[src/include/adc_chg_usb_pkg.sv]
// Package of offsets, field layouts, reset values and carriers for the ADC, charger and USB ID register slice.
`default_nettype none
package adc_chg_usb_pkg;

  // Register port widths: six address bits reach register indices up to 63, every register is 24 bits.
  localparam int unsigned REG_AW = 6;
  localparam int unsigned REG_DW = 24;

  // Register indices as printed; the register port addresses registers by index.
  localparam logic [5:0] OFS_GEN_ID  = 6'h2E;
  localparam logic [5:0] OFS_SEC_RES = 6'h2F;
  localparam logic [5:0] OFS_CHARGER = 6'h30;
  localparam logic [5:0] OFS_USB_ID  = 6'h31;

  // Generation identifier field position and width.
  localparam int unsigned GEN_ID_LSB = 6;
  localparam int unsigned GEN_ID_W   = 3;

  // Secondary conversion result fields: two 10-bit results.
  localparam int unsigned RES_W    = 10;
  localparam int unsigned RES1_LSB = 2;
  localparam int unsigned RES2_LSB = 14;

  // Charger register reset value and the mask of bits that software may write.
  localparam logic [23:0] CHARGER_RESET = 24'h400003;
  localparam logic [23:0] CHARGER_WMASK = 24'hFFBFFF;

  // Charge voltage and current values that apply when software programming is not allowed.
  localparam logic [2:0] VOLT_RESET = 3'h3;
  localparam logic [3:0] CURR_RESET = 4'h0;

  // USB ID register layout: a spare bit and the pull-up source select bit.
  localparam int unsigned USB_SPARE_BIT = 6;
  localparam int unsigned ID_PU_BIT     = 22;
  localparam logic [23:0] USB_RESET     = 24'h000040;
  localparam logic [23:0] USB_WMASK     = 24'h400040;

  // Charger configuration word, most significant bit first.
  typedef struct packed {
    logic       vi_program_allow;      // Bit 23: software voltage and current take effect.
    logic       cycling_off;           // Bit 22: disables charge cycling.
    logic       auto_charge_inhibit;   // Bit 21: no automatic charging while on.
    logic       charger_fsm_restart;   // Bit 20: restart request, cleared by the charger.
    logic       charge_timer_reset;    // Bit 19: timer reset request, cleared by the charger.
    logic       charge_led_en;         // Bit 18: charge indicator enable.
    logic       power_limit_off;       // Bit 17: power limiter disable.
    logic [1:0] power_limit;           // Bits 16:15: power limiter setting.
    logic       unused14;              // Bit 14: not writable, reads zero.
    logic       reverse_mode;          // Bit 13: reverse mode enable.
    logic       spare12;               // Bit 12: spare storage.
    logic       batt_switch_ctrl;      // Bit 11: battery switch control.
    logic       batt_switch_override;  // Bit 10: lets bit 11 steer the battery switch.
    logic       thermistor_check_off;  // Bit 9: disables thermistor check.
    logic       low_power_boot_ack;    // Bit 8: acknowledges low-power boot.
    logic       trickle_enable;        // Bit 7: internal trickle current on.
    logic [3:0] charge_current_sel;    // Bits 6:3: main charger DAC current.
    logic [2:0] charge_voltage_sel;    // Bits 2:0: regulator output voltage.
  } charger_cfg_s;

  // One register access from the host side.
  typedef struct packed {
    logic       sel;    // Access strobe, one cycle per access.
    logic       wr;     // High for a write, low for a read.
    logic [5:0] addr;   // Register index.
    logic [23:0] wdata; // Write data.
  } reg_req_s;

  // Levels that steer the analog charger.
  typedef struct packed {
    logic [2:0] voltage;             // Applied regulator voltage code.
    logic [3:0] current;             // Applied DAC current code.
    logic       trickle_on;          // Trickle current source on.
    logic       thermistor_check_on; // Thermistor check active.
    logic       auto_charge_go;      // Automatic charging permitted now.
    logic       fsm_restart;         // Restart request level.
    logic       timer_reset;         // Timer reset request level.
    logic       id_pullup_alt;       // USB ID pull-up source select.
  } charger_drive_s;

endpackage : adc_chg_usb_pkg
`default_nettype wire

[src/core/sec_result_hold.sv]
// Holding register for the two secondary conversion results, deliberately free of reset.
`default_nettype none
module sec_result_hold (
  // Clock.
  input  wire logic                                   clk,
  // Conversion results from the converter.
  input  wire logic                                   res_load,
  input  wire logic [adc_chg_usb_pkg::RES_W-1:0]      res_first,
  input  wire logic [adc_chg_usb_pkg::RES_W-1:0]      res_second,
  // Assembled register word.
  output logic      [adc_chg_usb_pkg::REG_DW-1:0]     res_word
);
  import adc_chg_usb_pkg::*;

  // The whole state of this module: the assembled result word.
  typedef struct packed {
    logic [REG_DW-1:0] word;
  } hold_s;

  hold_s hold_q;  // Held results.
  hold_s hold_d;  // Next held results.

  // Loads both results at once so the pair is always coherent; spare bits stay zero.
  always_comb begin
    hold_d = hold_q;
    if (res_load) begin
      hold_d.word                             = '0;
      hold_d.word[RES1_LSB +: RES_W]          = res_first;   // RQ1
      hold_d.word[RES2_LSB +: RES_W]          = res_second;  // RQ2
    end
  end

  // No reset here: results survive any reset, and read as unknown until the first conversion.
  always_ff @(posedge clk) begin
    hold_q <= hold_d;  // RQ1
  end

  assign res_word = hold_q.word;

endmodule : sec_result_hold
`default_nettype wire

[src/core/adc_charger_usb_regs.sv]
// Register slice holding generation identity, secondary results, charger configuration and USB ID control.
// Function
// [RQ1] First secondary result in bits 2-11, unreset.
// [RQ2] Second secondary result in bits 14-23, unreset.
// [RQ3] Voltage field bits 0-2, resets to 3.
// [RQ4] Current field bits 3-6, hardware-writable, resets zero.
// [RQ5] Bit 7 turns trickle current on.
// [RQ6] Bit 9 disables thermistor check.
// [RQ7] Bit 20 restarts charger, hardware clears it.
// [RQ8] Bit 21 blocks automatic charging while on.
// [RQ9] Bit 23 lets programmed voltage/current apply.
// [RQ10] USB bit 22 selects ID pull-up source.
// [RQ11] Software drives secondary conversion via control bit; no such bit here, results load on sec_res_load.
// [RQ12] Unused bits read zero, ignore writes.
// [RQ13] Identity bits 6-8 fixed, read-only, unreset.
`default_nettype none
module adc_charger_usb_regs #(
  parameter logic [2:0] GEN_ID_VALUE = 3'h2  // Generation identifier; the value is arbitrary.
) (
  // Clock and synchronous active-low reset.
  input  wire logic                            clk,
  input  wire logic                            rstn,
  // Register access port.
  input  wire adc_chg_usb_pkg::reg_req_s       reg_req,
  output logic      [23:0]                     reg_rdata,
  output logic                                 reg_rvalid,
  // Secondary conversion results from the converter.
  input  wire logic                            sec_res_load,
  input  wire logic [9:0]                      sec_res_first,
  input  wire logic [9:0]                      sec_res_second,
  // Updates made by the charger itself, and the device power-on level.
  input  wire logic                            hw_current_we,
  input  wire logic [3:0]                      hw_current_val,
  input  wire logic                            hw_restart_done,
  input  wire logic                            hw_timer_reset_done,
  input  wire logic                            power_on,
  // Configuration and steering levels towards the analog charger.
  output adc_chg_usb_pkg::charger_cfg_s        charger_cfg,
  output adc_chg_usb_pkg::charger_drive_s      charger_drive
);
  import adc_chg_usb_pkg::*;

  // The whole state of the register slice except the secondary results, which u_sec_hold keeps.
  typedef struct packed {
    charger_cfg_s chg;      // Charger configuration register.
    logic         idpu;     // USB ID pull-up source select.
    logic         usb_spare; // USB spare storage bit.
    logic [23:0]  rdata;    // Read data, held until the next read.
    logic         rvalid;   // One-cycle read answer strobe.
  } regs_s;

  regs_s        regs_q;     // Registered state.
  regs_s        regs_d;     // Next state.
  logic [23:0]  sec_word;   // Secondary results word.
  logic [23:0]  read_word;  // Selected read value.
  charger_cfg_s wr_chg;     // Charger write data after masking.
  logic         wr_chg_hit; // Write to the charger register.
  logic         wr_usb_hit; // Write to the USB ID register.
  logic         rd_hit;     // Read access this cycle.

  // Secondary results are held in their own unreset storage.
  sec_result_hold u_sec_hold (
    .clk        (clk),
    .res_load   (sec_res_load),
    .res_first  (sec_res_first),
    .res_second (sec_res_second),
    .res_word   (sec_word)
  );

  // Decodes the access strobe into register hits.
  assign wr_chg_hit = reg_req.sel && reg_req.wr && (reg_req.addr == OFS_CHARGER);
  assign wr_usb_hit = reg_req.sel && reg_req.wr && (reg_req.addr == OFS_USB_ID);
  assign rd_hit     = reg_req.sel && !reg_req.wr;
  assign wr_chg     = charger_cfg_s'(reg_req.wdata & CHARGER_WMASK);  // RQ12

  // Read multiplexer; any index outside this slice returns zero.
  always_comb begin
    read_word = '0;
    unique case (reg_req.addr)
      OFS_GEN_ID: begin
        read_word[GEN_ID_LSB +: GEN_ID_W] = GEN_ID_VALUE;  // RQ13
      end
      OFS_SEC_RES: begin
        read_word = sec_word;  // RQ1 RQ2
      end
      OFS_CHARGER: begin
        read_word = regs_q.chg & CHARGER_WMASK;  // RQ12
      end
      OFS_USB_ID: begin
        read_word[ID_PU_BIT]     = regs_q.idpu;
        read_word[USB_SPARE_BIT] = regs_q.usb_spare;
      end
      default: begin
        read_word = '0;  // RQ12
      end
    endcase
  end

  // Next-state logic: software writes, charger updates and read capture.
  always_comb begin
    regs_d        = regs_q;
    regs_d.rvalid = rd_hit;
    // A read captures the selected word; it stays until the next read.
    if (rd_hit) begin
      regs_d.rdata = read_word;
    end
    // Charger clears its request bits once served.
    if (hw_restart_done) begin
      regs_d.chg.charger_fsm_restart = 1'b0;
    end
    if (hw_timer_reset_done) begin
      regs_d.chg.charge_timer_reset = 1'b0;
    end
    // The charger may adjust its own current setting.
    if (hw_current_we) begin
      regs_d.chg.charge_current_sel = hw_current_val;  // RQ4
    end
    // A software write overrides; a written one beats a charger clear in the same cycle.
    if (wr_chg_hit) begin
      regs_d.chg = wr_chg;  // RQ3 RQ4 RQ5 RQ6 RQ8 RQ9
      if (!wr_chg.charger_fsm_restart && hw_restart_done) begin
        regs_d.chg.charger_fsm_restart = 1'b0;  // RQ7
      end
      if (!wr_chg.charge_timer_reset && hw_timer_reset_done) begin
        regs_d.chg.charge_timer_reset = 1'b0;
      end
    end
    // USB ID register: only the select and the spare bit store.
    if (wr_usb_hit) begin
      regs_d.idpu      = reg_req.wdata[ID_PU_BIT];  // RQ10
      regs_d.usb_spare = reg_req.wdata[USB_SPARE_BIT];
    end
  end

  // State register with synchronous reset to the documented defaults.
  always_ff @(posedge clk) begin
    if (!rstn) begin
      regs_q.chg       <= charger_cfg_s'(CHARGER_RESET);  // RQ3
      regs_q.idpu      <= USB_RESET[ID_PU_BIT];
      regs_q.usb_spare <= USB_RESET[USB_SPARE_BIT];
      regs_q.rdata     <= '0;
      regs_q.rvalid    <= 1'b0;
    end else begin
      regs_q <= regs_d;
    end
  end

  // Register outputs.
  assign reg_rdata   = regs_q.rdata;
  assign reg_rvalid  = regs_q.rvalid;
  assign charger_cfg = regs_q.chg;

  // Steering levels derived from the stored configuration.
  always_comb begin
    charger_drive                     = '0;
    // Programmed voltage and current only apply while allowed; otherwise defaults hold.
    charger_drive.voltage             = regs_q.chg.vi_program_allow ? regs_q.chg.charge_voltage_sel
                                                                    : VOLT_RESET;  // RQ9
    charger_drive.current             = regs_q.chg.vi_program_allow ? regs_q.chg.charge_current_sel
                                                                    : CURR_RESET;  // RQ9
    charger_drive.trickle_on          = regs_q.chg.trickle_enable;        // RQ5
    charger_drive.thermistor_check_on = !regs_q.chg.thermistor_check_off; // RQ6
    charger_drive.auto_charge_go      = !(regs_q.chg.auto_charge_inhibit && power_on);  // RQ8
    charger_drive.fsm_restart         = regs_q.chg.charger_fsm_restart;   // RQ7
    charger_drive.timer_reset         = regs_q.chg.charge_timer_reset;
    charger_drive.id_pullup_alt       = regs_q.idpu;                      // RQ10
  end

  // A read of the results word returns the first result in its field.
  a_sec_first_read: assert property (@(posedge clk) disable iff (!rstn) // RQ1
    (rd_hit && reg_req.addr == OFS_SEC_RES) |=> reg_rdata[11:2] == $past(sec_word[11:2]) && reg_rvalid)
    else $error("first secondary result not returned");

  // A read of the results word returns the second result in its field.
  a_sec_second_read: assert property (@(posedge clk) disable iff (!rstn) // RQ2
    (rd_hit && reg_req.addr == OFS_SEC_RES) |=> reg_rdata[23:14] == $past(sec_word[23:14]))
    else $error("second secondary result not returned");

  // After reset release the voltage field holds three and current zero.
  a_chg_reset_val: assert property (@(posedge clk) disable iff (!rstn) // RQ3
    $rose(rstn) |-> charger_cfg.charge_voltage_sel == VOLT_RESET && charger_cfg.charge_current_sel == CURR_RESET)
    else $error("charger fields not at reset value");

  // A charger current update without a software write lands next cycle.
  a_hw_current: assert property (@(posedge clk) disable iff (!rstn) // RQ4
    (hw_current_we && !wr_chg_hit) |=> charger_cfg.charge_current_sel == $past(hw_current_val))
    else $error("charger current update lost");

  // Trickle output follows a written bit seven one cycle later.
  a_trickle_write: assert property (@(posedge clk) disable iff (!rstn) // RQ5
    wr_chg_hit |=> charger_drive.trickle_on == $past(reg_req.wdata[7]))
    else $error("trickle enable does not follow write");

  // A written thermistor disable bit switches the check level one cycle later.
  a_therm_check: assert property (@(posedge clk) disable iff (!rstn) // RQ6
    wr_chg_hit |=> charger_drive.thermistor_check_on == !$past(wr_chg.thermistor_check_off))
    else $error("thermistor check level wrong");

  // A written restart survives a same-cycle clear from the charger.
  a_restart_set: assert property (@(posedge clk) disable iff (!rstn) // RQ7
    (wr_chg_hit && reg_req.wdata[20]) |=> charger_drive.fsm_restart)
    else $error("restart request lost");

  // Inhibit while powered blocks automatic charging.
  a_auto_block: assert property (@(posedge clk) disable iff (!rstn) // RQ8
    (charger_cfg.auto_charge_inhibit && power_on) |-> !charger_drive.auto_charge_go)
    else $error("automatic charging not inhibited");

  // Without permission the applied voltage and current stay at defaults.
  a_vi_gate: assert property (@(posedge clk) disable iff (!rstn) // RQ9
    !charger_cfg.vi_program_allow |-> charger_drive.voltage == VOLT_RESET && charger_drive.current == CURR_RESET)
    else $error("programmed voltage or current applied without permission");

  // The pull-up select follows the written bit.
  a_idpu_write: assert property (@(posedge clk) disable iff (!rstn) // RQ10
    wr_usb_hit |=> charger_drive.id_pullup_alt == $past(reg_req.wdata[ID_PU_BIT]))
    else $error("pull-up select not stored");

  // Reserved USB bits always read zero.
  a_usb_reserved: assert property (@(posedge clk) disable iff (!rstn) // RQ12
    (rd_hit && reg_req.addr == OFS_USB_ID) |=> (reg_rdata & ~USB_WMASK) == 24'h000000)
    else $error("reserved usb bits not zero");

  // The identity register reads the fixed generation value only.
  a_gen_id_read: assert property (@(posedge clk) disable iff (!rstn) // RQ13
    (rd_hit && reg_req.addr == OFS_GEN_ID) |=> reg_rdata == (24'(GEN_ID_VALUE) << GEN_ID_LSB))
    else $error("generation identifier wrong");

endmodule : adc_charger_usb_regs
`default_nettype wire

[config.mk]
export PLATFORM = sky130hd
export DESIGN_NAME = adc_charger_usb_regs
export DESIGN_NICKNAME = d
export VERILOG_FILES = /design/src/include/adc_chg_usb_pkg.sv /design/src/core/sec_result_hold.sv /design/src/core/adc_charger_usb_regs.sv
export SDC_FILE = /design/constraint.sdc
export NUM_CORES = 1
export LEC_CHECK = 0
export ABC_AREA = 0
export ABC_CLOCK_PERIOD_IN_PS = 1900
export BUFFER_PORTS_ARGS = -buffer_cell sky130_fd_sc_hd__buf_2
export CELL_PAD_IN_SITES_DETAIL_PLACEMENT = 1
export CELL_PAD_IN_SITES_GLOBAL_PLACEMENT = 1
export CORE_MARGIN = 5
export CORE_UTILIZATION = 36
export DETAILED_ROUTE_END_ITERATION = 10
export GPL_TIMING_DRIVEN = 0
export PLACE_DENSITY_LB_ADDON = 0.1
export SYNTH_ARGS = -nofsm -noshare
export SYNTH_HDL_FRONTEND = slang
export SYNTH_HIERARCHICAL = 1
export SYNTH_SLANG_ARGS = --single-unit
[constraint.sdc]
create_clock -name clk -period 1.9 [get_ports clk]
set_input_delay 0.285 -clock clk [delete_from_list [all_inputs] [get_ports clk]]
set_output_delay 0.285 -clock clk [all_outputs]
set_load 0.01 [all_outputs]
# Word-level counts from Yosys, hierarchy flattened
# Index checks and enable logic that the tools add are counted.
# W data, S select, Z words.
word_totals:
  regBits: 70
  in_bits: 63
  wordCells: 55
classes:
  n_eq_ne: 4
  mux: 14
  n_reduce_logical: 15
ops:
  columns: ["operator", "count"]
  rows:
  - ["$pmux W13 S2", 1]
  - ["$eq A6 B6 Y1 const B", 4]
  - ["$mux W21", 1]
  - ["$pmux W6 S2", 1]
  - ["$mux W4", 2]
  - ["$logic_and A1 B1 Y1", 7]
  - ["$pmux W1 S3", 2]
  - ["$pmux W2 S3", 1]
  - ["$reduce_bool A2 Y1", 3]
  - ["$logic_not A1 Y1", 5]
  - ["$mux W1", 4]
  - ["$mux W3", 1]
  - ["$pmux W1 S2", 1]

# Longest topological paths before layout
# Gate-level depths: netlist of run 1.
depth:
  ltp_word: 4
  depth_mapped: 5
  depth_no_buf: 3

# Modules after synthesis
# The synthesis of run 1 kept the hierarchy.
modules_own_cells:
  columns: ["mod", "instances", "cells_per_inst", "area_each_um2", "seq_area_each_um2"]
  rows:
  - ["adc_charger_usb_regs", 1, 338, 2755.1, 1001.0]
  - ["sec_result_hold", 1, 25, 634.4, 600.6]

# Least setup slack after synthesis of run 1
# No wires, ideal clock.
synth_path:
  kind: "input -> register"
  startpoint: "in reg_req[25] (netlist name)"
  endpoint: "reg regs_q (netlist bit charger_cfg[3])"
  arrival_time_ps: 1600
  required_ps: 1784
  setup_slack_ps: 183
  path_stages: 5
  n_path_buf: 2
  path_cell_list: "or3b_1 clkbuf_1 or4_4 buf_6 o211a_1"
synth_via:
  elab_chain_cells: 3
synth_rtl:
  columns: ["element", "line", "text"]
  rows:
  - ["start, declared", "adc_charger_usb_regs.sv:24", "input wire adc_chg_usb_pkg::reg_req_s reg_req,"]
  - ["$eq A6 B6 Y1 (*)", "adc_charger_usb_regs.sv:71", "assign wr_chg_hit = reg_req.sel && reg_req.wr && (reg_req.addr == OFS_CHARGER);"]
  - ["$logic_and A1 B1 Y1 (*)", "adc_charger_usb_regs.sv:71", null]
  - ["$mux W21 / $reduce_bool A2 Y1 (equally long branches)", null, null]
  - ["end signal, assigned", "adc_charger_usb_regs.sv:144", "regs_q <= regs_d;"]
  - ["end, declared", "adc_charger_usb_regs.sv:52", "regs_s regs_q;"]
# Mark *: on every way between the ends. The rest lies on a longest branch, timed or not.
# A chain may end at the register's enable or synchronous reset.

# Worst setup path in the final report of run 1
layout_path:
  startpoint: "in reg_req[24] (netlist name)"
  endpoint: "reg regs_q (netlist bit charger_cfg[12])"
layout_via:
  elab_chain_cells: 2
layout_rtl:
  columns: ["element", "line"]
  rows:
  - ["$eq A6 B6 Y1", "adc_charger_usb_regs.sv:71"]
  - ["$logic_and A1 B1 Y1", "adc_charger_usb_regs.sv:71"]
# No other way between the ends.

==> results of run 1 <==
-- cell families (layout without fill, tap and decap cells) --
logic type | after synthesis | after routing
AO/OA/AOI/OAI | 105 | 105
buffers and inverters | 94 | 230
AND/OR/NAND/NOR | 82 | 82
flip-flops | 70 | 70
multiplexers | 10 | 10
other | 2 | 5
-- path summary, 6_finish.rpt --
check	startpoint	endpoint	slack [ns]	cells past startpoint
setup / recovery	reg_req[24]	charger_cfg[12]$_SDFFE_PN0P_	0.21	6
hold reg to reg	reg_rdata[14]$_SDFFE_PN0P_	reg_rdata[14]$_SDFFE_PN0P_	0.46	2
hold / removal	sec_res_second[1]	u_sec_hold/res_word[15]$_DFFE_PP_	0.11	1
setup reg to reg	charger_cfg[23]$_SDFFE_PN0P_	reg_rdata[23]$_SDFFE_PN0P_	0.88	2
-- per-layer routing --
layer / up-vias / GRT usage [%]
met3: 11 / 3.793
met2: 101 / 33.87
met1: 1557 / 26.17
met4: 0 / 5.023
met5: - / 0
li1: 1538 / -
-- power breakdown --
group	switching (mW)	internal [mW]	total, mW
logic	0.221	0.162	0.383
clock network	0.588	0.944	1.53
registers	0.0300	1.60	1.63
total	0.838	2.71	3.55
-- area by class of cell --
class	count	area [um^2]	area share (%)
flip-flops and latches	70	1602	36.43
multi-input cells	202	1229	27.95
repair buffers	120	600.6	13.66
plain buffers	91	559.3	12.72
clock buffers	11	151.4	3.443
well taps	111	138.9	3.159
clock inverters	5	105.1	2.390
inverters	3	11.26	0.2561
-- per-stage QoR --
step | std cells | setup slack, ns | power [mW]
5_1_grt | 613 | 0.07011 | 3.679
4_1_cts | 613 | 0.2359 | 3.569
3_3_place_gp | 597 | -0.08134 | 2.041
3_5_place_dp | 597 | -0.1070 | 2.051
2_1_floorplan | 366 | 0.1833 | 1.868
6_report | 613 | 0.2112 | 3.548
-- placed cells by master (no fill, tap or decap), types with 11 or more instances in the layout --
| master | Yosys | routed |
|---|---|---|
| a31oi_1 | 23 | 23 |
| nand4_1 | 20 | 20 |
| clkbuf_1 | 32 | 32 |
| dfxtp_1 | 50 | 50 |
| a21oi_1 | 35 | 35 |
| o21ai_0 | 24 | 24 |
| clkbuf_8 | 0 | 11 |
| nand3_1 | 25 | 25 |
| edfxtp_1 | 20 | 20 |
| buf_2 | 0 | 120 |
| o31ai_1 | 14 | 14 |
| buf_4 | 56 | 56 |
-- critical path, stage by stage --
cell,delay (ns)
buf_2,0.11
buf_1,0.42
nand3b_1,0.41
clkbuf_1,0.46
o31ai_1,0.12
a21oi_1,0.15
-- sequential cells by signal, summed over array words and instances, names as in the netlist --
name                 count
reg_rdata               24
charger_cfg             23
u_sec_hold/res_word     20
charger_drive            1
reg_rvalid               1
regs_q                   1
==> metrics.cfg, run 1 <==
[power_and_ir_drop]
cellPowerDensity_nw_per_um2 = 807.0
p_leak_nw = 1.974
ir_worst_vdd_mv = 0.2744

[synth]
synthMuxAreaShare_pct = 3.027
synthTopCellsByArea = dfxtp_1, edfxtp_1, buf_4
seq_area_frac_synth_pct = 47.25
synth_cell_types = 33
synthSimpleGateAreaFrac_pct = 14.14
synth_top_family_by_area = compound AO/OA/AOI/OAI gates
synth_warnings = 6
syn-cell-area_um2 = 3390
synth_xor_area_share_pct = 0
synth-seq-cells = 70
netlist_instances = 363
synth_compound_area_share_pct = 18.53
avgSynthCellArea_um2 = 9.337
yosysTopAreaCellShare_pct = 29.53
async_flop_share_pct = 0
synth_top_cells_by_count = buf_4, dfxtp_1, a21oi_1
synth_top_flop_cell = dfxtp_1
synth_fa_ha_area_share_pct = 0
synth-edff-count = 20
yosysMostFrequentCell = buf_4
yosysTopAreaCell = dfxtp_1

[global_route]
grt_pass1_wl_mm = 17.83
antenna_found_initial = 0
grt_max_degree = 21
overflow = 0
grt_usage_pct = 20.00
grt_pass1_vias = 3399

[floorplan]
die_h_um = 107.0
die_area_um2 = 11460
num_rows = 35
die_x_um = 107.0
core-area_um2 = 9196
initial_core_util_pct = 36.86
io_pins = 125

[timing]
rsz0062_at_grt = no
hold_slack_ns = 0.1080
relSlewSlack_pct = 61.45
hold_viol = 0
period_needed_ns = 1.689
setup_violations = 0
clock_skew_ns = 0.008284
period_share_pct = 88.88
fmax_mhz = 592.2
tightest_slew_ns = 0.5783
tns_ns = 0
slew_viol_final = 0

[finish]
layout-drive-gt1-share_pct = 39.04
fill_cells = 1126
finalNetCount = 560
area_growth_pct = 29.72
antenna_cells = 0
final_cell_area_um2 = 4397
final_core_util_pct = 47.81

[clocking]
cts_num_sinks = 70
cts_root_buffer = clkbuf_8
htreeDepth = 3
clk_pin_slew_ns = 0.08
ctsResizeCount = 0
cts-hold-fix-buffers = 0
cts_made_buffers = 9
worstSkewPairLatency_ns = 0.35
post_cts_buffers = 0
cts_tree = yes
cts_buffer_depth = 2

[job]
maxCapViolCount = 0

[drt]
first_pass_iters = 4
wl_met3_um = 694
drt-vias-per-instance = 5.232
drtIter0Drc = 176
drcViolationCount = 0
wl_per_cell_um = 18.46
met1_length_mm = 5.056
postRouteAntennaNets = 0
highest_layer = met4
met2WireLength_mm = 5.465
vias = 3207
routed_wl_mm = 11.31

[status]
outcome = finished, final reports clean

[critical_path]
cp-end-kind = flop
crit_fanout = 10
start_kind = input port
cp.arrival_ns = 1.96
critPathKind = in2reg
worstPathRequired_ns = 2.17

[placement]
dp_hpwl_mm = 8.235
place.gp.congestion = 0.7937
post_dp_cell_area_um2 = 4140
io_buffers = 120

[worst_hold_path]
hold_class = in2reg

(Power assumes the default switching activity.)
==> run 2: changes to the inputs <==
--- a/config.mk
+++ b/config.mk
@@ -10,6 +10,7 @@
 export BUFFER_PORTS_ARGS = -buffer_cell sky130_fd_sc_hd__buf_2
 export CELL_PAD_IN_SITES_DETAIL_PLACEMENT = 1
 export CELL_PAD_IN_SITES_GLOBAL_PLACEMENT = 1
+export CORE_ASPECT_RATIO = 1.2
 export CORE_MARGIN = 5
 export CORE_UTILIZATION = 36
 export DETAILED_ROUTE_END_ITERATION = 10
==> run 2 against run 1 <==
Effect of this change:
- cell area down 0.65%
- clock-buffer cell count is the same
- worst hold slack got worse by 0.013 ns
- total power shrank 6.5%
- clock power shrank 15%
- first-iteration DRC count fell by 38%
- highest routed layer unchanged
- sequential power about the same
- largest cell class unchanged
- combinational power about the same
==> metrics.cfg, run 2 (synthesis gave the netlist of run 1 again) <==
[timing]
rsz0062_at_grt = no
tightest_slew_ns = 0.5918  ; +0.01353 ns
clock_skew_ns = 0.009850  ; +0.001567 ns
fin_ws_ns = 0.2354  ; +0.02416 ns
relSlewSlack_pct = 60.55  ; -0.90 points
hold_slack_ns = 0.09475  ; -0.01329 ns
setup_violations = 0  ; unchanged
period_share_pct = 87.61  ; -1.3 points
hold_viol = 0  ; unchanged
period_needed_ns = 1.665  ; -0.02416 ns
fmax_mhz = 600.7  ; +1.5%
slew_viol_final = 0  ; unchanged

[clocking]
htreeDepth = 3  ; unchanged
clk_pin_slew_ns = 0.08  ; about the same
cts_tree = yes
cts_num_sinks = 70  ; unchanged
worstSkewPairLatency_ns = 0.36  ; about the same
cts_root_buffer = clkbuf_8
cts_made_buffers = 9  ; unchanged
cts-hold-fix-buffers = 0  ; unchanged
ctsResizeCount = 0  ; unchanged
post_cts_buffers = 0  ; unchanged
cts_buffer_depth = 2  ; unchanged

[placement]
place.gp.congestion = 0.7595  ; -4.3%
dp_hpwl_mm = 8.147  ; -1.1%
place_ws_ns = -0.08588  ; +0.02110 ns
dp_cells = 606  ; +1.5%
io_buffers = 120  ; unchanged

[power_and_ir_drop]
netSwitchingPower_uw = 834.3  ; -0.48%
sequentialPowerShare_pct = 49.2  ; +3.2 points
comb_power_share_pct = 11.5  ; +0.7 points
p_int_mw = 2.484  ; -8.3%
p_leak_nw = 1.963  ; -0.56%
swShare_pct = 25.15  ; +1.5 points
cellPowerDensity_nw_per_um2 = 759.6  ; -5.9%
fin_total_pwr_mw = 3.318  ; -6.5%
ir_worst_vdd_mv = 0.3901  ; +42%
clkPwrFrac_pct = 39.3  ; -3.9 points

[finish]
largest_register_ffs = 24  ; unchanged
layout.cells.non_filler = 622  ; +1.5%
layout-drive-gt1-share_pct = 39.04  ; unchanged
multi_input_area_um2 = 1229  ; unchanged
layout_commonest_cell = buf_2
final_cell_mix = buf_2, buf_4, dfxtp_1
seq_area_um2 = 1602  ; unchanged
fill_cells = 1129  ; +0.27%
area_growth_pct = 28.87
finalNetCount = 560  ; unchanged
antenna_cells = 0  ; unchanged

[drt]
vias = 3194  ; -0.41%
first_pass_iters = 4  ; unchanged
drtIter0Drc = 109  ; -38%
postRouteAntennaNets = 0  ; unchanged
drt-vias-per-instance = 5.135  ; -1.8%
drcViolationCount = 0  ; unchanged
wl_per_cell_um = 17.70  ; -4.1%
routed_wl_mm = 11.01  ; -2.7%

[worst_hold_path]
min_from = sec_res_second[6]
whs_path_depth = 1  ; unchanged
hold_class = in2reg
hold-path-endpoint = u_sec_hold/res_word[20]$_DFFE_PP_

[critical_path]
cp-end-kind = flop
crit_fanout = 10  ; unchanged
cp.arrival_ns = 1.95  ; about the same
r2r-end = reg_rdata[23]$_SDFFE_PN0P_
critPathKind = in2reg
reg2reg_slack_ns = 0.89  ; about the same
worstPathRequired_ns = 2.18  ; about the same
r2r-start = charger_cfg[23]$_SDFFE_PN0P_
rr_worst_depth = 2  ; unchanged
start_kind = input port

[floorplan]
initial_core_util_pct = 37.13  ; +0.27 points
die_area_um2 = 11460  ; about the same
die_x_um = 98.58  ; -7.9%
die_h_um = 116.3  ; +8.7%
io_pins = 125  ; unchanged
num_rows = 38  ; +8.6%
core-area_um2 = 9129  ; -0.73%

[global_route]
grt_usage_pct = 19.70  ; -0.30 points
antenna_found_initial = 0  ; unchanged
overflow = 0  ; unchanged
grt_pass1_wl_mm = 17.53  ; -1.7%
grt_max_degree = 21  ; unchanged
grt_pass1_vias = 3383  ; -0.47%

[job]
maxCapViolCount = 0  ; unchanged

[status]
outcome = finished, final reports clean

==> run 2: changes by cell type in the layout (fill, tap and decap cells not counted) <==
cell and change:
clkinv_2 +2, clkbuf_16 +1, inv_4 +1, clkinvlp_4 -1, clkbuf_8 -1, bufinv_16 -2
==> run 2: through the flow <==
stage	instance area, um^2	util (%)	setup TNS (ns)
6_report	4368	47.85	0
5_1_grt	4368	47.85	0
2_1_floorplan	3401	-	0
3_5_place_dp	4151	45.48	-0.8083
4_1_cts	4368	47.85	0
3_3_place_gp	4151	45.48	-0.4274
==> run 2: cell type report <==
cell class / count / area share (%)
inverter: 3 / 0.2578
clock inverter: 5 / 1.232
clock buffer: 11 / 3.724
multi-input combinational: 202 / 28.13
sequential: 70 / 36.67
tap: 120 / 3.437
buffer: 91 / 12.80
timing repair buffer: 120 / 13.75
==> run 2: critical path, cell delays in order <==
cell and delay [ns]:
buf_2 0.12, buf_1 0.39, nand3b_1 0.40, clkbuf_1 0.47, o31ai_1 0.13, a21oi_1 0.15
==> run 2: worst max path at each step <==
stage / startpoint / to
finish: reg_req[24] / charger_cfg[13]$_SDFFE_PN0P_
global route: reg_req[24] / charger_cfg[16]$_SDFFE_PN0P_
CTS: charger_cfg[23]$_SDFFE_PN0P_ / charger_drive[7]
detailed placement: reg_req[24] / reg_rdata[15]$_SDFFE_PN0P_
global placement: reg_req[24] / reg_rdata[15]$_SDFFE_PN0P_
floorplan: reg_req[25] / charger_cfg[3]$_SDFFE_PN0P_
==> run 2: power by group through the flow <==
stage          combinational, mW  sequential [mW]  clock, mW
2_1_floorplan              0.210             1.66          0
3_3_place_gp               0.374             1.67          0
3_5_place_dp               0.380             1.67          0
4_1_cts                    0.383             1.63       1.33
5_1_grt                    0.420             1.64       1.40
6_report                   0.382             1.63       1.30
==> run 2: metal layers <==
layer  wire length, um  vias to the layer above  global-route usage [%]
met1              4709                     1543                   24.51
li1                  -                     1540                       -
met4               107                        0                   6.375
met3               697                       10                   4.540
met5                 0                        -                       0
met2              5492                      101                   33.96
==> run 3: changes to the inputs <==
--- a/config.mk
+++ b/config.mk
@@ -15,7 +15,7 @@
 export CORE_UTILIZATION = 36
 export DETAILED_ROUTE_END_ITERATION = 10
 export GPL_TIMING_DRIVEN = 0
-export PLACE_DENSITY_LB_ADDON = 0.1
+export PLACE_DENSITY = 0.89
 export SYNTH_ARGS = -nofsm -noshare
 export SYNTH_HDL_FRONTEND = slang
 export SYNTH_HIERARCHICAL = 1
==> run 3 against run 2 <==
Effect of this change:
- final cell count unchanged
- clock-buffer cell count down 1
- routed wire length up 9.3%
- global-route usage up 1.4 points
- critical path type unchanged
- critical endpoint is now reg_rdata[20]$_SDFFE_PN0P_
- largest power group unchanged
==> metrics.cfg, run 3 (synthesis gave the netlist of run 1 again) <==
[status]
outcome = finished, final reports clean

[floorplan]
io_pins = 125  ; unchanged
die_h_um = 116.3  ; unchanged
initial_core_util_pct = 37.13  ; unchanged
die_area_um2 = 11460  ; unchanged
core-area_um2 = 9129  ; unchanged
die_x_um = 98.58  ; unchanged
num_rows = 38  ; unchanged

[clocking]
cts_made_buffers = 9  ; unchanged
cts_num_sinks = 70  ; unchanged
ctsResizeCount = 0  ; unchanged
cts-hold-fix-buffers = 0  ; unchanged
cts_tree = yes
cts_buffer_depth = 2  ; unchanged
worstSkewPairLatency_ns = 0.36  ; about the same
clk_pin_slew_ns = 0.08  ; about the same
post_cts_buffers = 0  ; unchanged
cts_root_buffer = clkbuf_8
htreeDepth = 3  ; unchanged

[drt]
routed_wl_mm = 12.03  ; +9.3%
drt-vias-per-instance = 5.452  ; +6.2%
drtIter0Drc = 232  ; +110%
drcViolationCount = 0  ; unchanged
first_pass_iters = 4  ; unchanged
vias = 3391  ; +6.2%
postRouteAntennaNets = 0  ; unchanged
wl_per_cell_um = 19.34  ; +9.3%

[timing]
clock_skew_ns = 0.005504  ; -0.004346 ns
tightest_slew_ns = 0.5797  ; -0.01212 ns
fmax_mhz = 608.7  ; +1.3%
setup_violations = 0  ; unchanged
rsz0062_at_grt = no
fin_ws_ns = 0.2571  ; +0.02175 ns
relSlewSlack_pct = 61.35  ; +0.81 points
period_needed_ns = 1.643  ; -0.02175 ns
slew_viol_final = 0  ; unchanged
hold_viol = 0  ; unchanged
period_share_pct = 86.47  ; -1.1 points

[worst_hold_path]
min_from = sec_res_second[1]
whs_path_depth = 1  ; unchanged
hold_class = in2reg
hold-path-endpoint = u_sec_hold/res_word[15]$_DFFE_PP_

[finish]
area_growth_pct = 28.87  ; unchanged
antenna_cells = 0  ; unchanged
final_cell_mix = buf_2, buf_4, dfxtp_1
fill_cells = 1135  ; +0.53%
largest_register_ffs = 24  ; unchanged
final_cell_area_um2 = 4368  ; unchanged
layout_commonest_cell = buf_2
finalNetCount = 560  ; unchanged
layout-drive-gt1-share_pct = 39.04  ; unchanged

[placement]
post_dp_cell_area_um2 = 4151  ; unchanged
io_buffers = 120  ; unchanged
dp_hpwl_mm = 8.952  ; +9.9%
place.gp.congestion = 0.8032  ; +5.8%
place_ws_ns = -0.04118  ; +0.04471 ns

[global_route]
overflow = 0  ; unchanged
grt_max_degree = 21  ; unchanged
grt_pass1_vias = 3735  ; +10%
grt_usage_pct = 21.13  ; +1.4 points
grt_pass1_wl_mm = 18.71  ; +6.7%
antenna_found_initial = 0  ; unchanged

[critical_path]
cp.arrival_ns = 1.93  ; -0.02 ns
r2r-end = reg_rdata[23]$_SDFFE_PN0P_
slowest_delay_ns = 0.48  ; about the same
crit_fanout = 10  ; unchanged
start_kind = input port
worstPathRequired_ns = 2.18  ; about the same
rr_worst_depth = 2  ; unchanged
cp-end-kind = flop
path_cells = buf_2, buf_1, nor3b_1, clkbuf_1, a31oi_1, a21oi_1
critPathKind = in2reg
r2r-start = charger_cfg[23]$_SDFFE_PN0P_
cpMaxStageDelayCell = clkbuf_1
reg2reg_slack_ns = 0.84  ; -0.05 ns

[power_and_ir_drop]
p_leak_nw = 1.956  ; -0.34%
cellPowerDensity_nw_per_um2 = 763.7  ; +0.55%
ir_worst_vdd_mv = 0.3506  ; -10%
fin_total_pwr_mw = 3.336  ; +0.55%

[job]
maxCapViolCount = 0  ; unchanged

[run 3: how the worst max path moves through the flow]
stage	cells after the start	endpoint	start	slack, ns
floorplan	5	charger_cfg[3]$_SDFFE_PN0P_	reg_req[25]	0.18
global placement	6	charger_cfg[3]$_SDFFE_PN0P_	reg_req[25]	-0.02
detailed placement	6	charger_cfg[3]$_SDFFE_PN0P_	reg_req[25]	-0.04
CTS	2	charger_drive[7]	charger_cfg[23]$_SDFFE_PN0P_	0.27
global route	6	reg_rdata[5]$_SDFFE_PN0P_	reg_req[24]	0.15
finish	6	reg_rdata[20]$_SDFFE_PN0P_	reg_req[24]	0.26
[run 3: per-stage QoR]
step | std cells | util (%) | hold slack [ns] | setup TNS, ns
after floorplan | 366 | - | 0.3839 | 0
after global placement | 606 | 45.48 | 0.4445 | -0.03656
after detailed placement | 606 | 45.48 | 0.4644 | -0.4074
after CTS | 622 | 47.85 | 0.08066 | 0
after global routing | 622 | 47.85 | 0.07635 | 0
final | 622 | 47.85 | 0.09391 | 0
[run 3: layer usage]
layer	share of wire, %	GRT usage (%)
met4	4.1	10.02
met3	7.4	5.197
met1	37	22.35
met5	0	0
met2	52	39.42
[run 3: power by group]
group	internal (mW)	switching [mW]	leakage, nW
logic	0.163	0.228	1.25
registers	1.60	0.0344	0.603
clock network	0.690	0.617	0.104
total	2.46	0.880	1.96
[run 3: cell type report]
type / count / area [um^2] / share of cell area [%]
buffer: 91 / 559.3 / 12.80
clock buffer: 10 / 148.9 / 3.409
clock inverter: 6 / 67.56 / 1.547
inverter: 3 / 11.26 / 0.2578
multi-input combinational: 202 / 1229 / 28.13
sequential: 70 / 1602 / 36.67
tap: 120 / 150.1 / 3.437
timing repair buffer: 120 / 600.6 / 13.75
[run 3: critical path: cells and delay by family]
family / cells / cell delay [ns]
buffers and inverters: 3 / 0.84
AOI/OAI and AO/OA: 2 / 0.41
and+or+nand+nor: 1 / 0.39
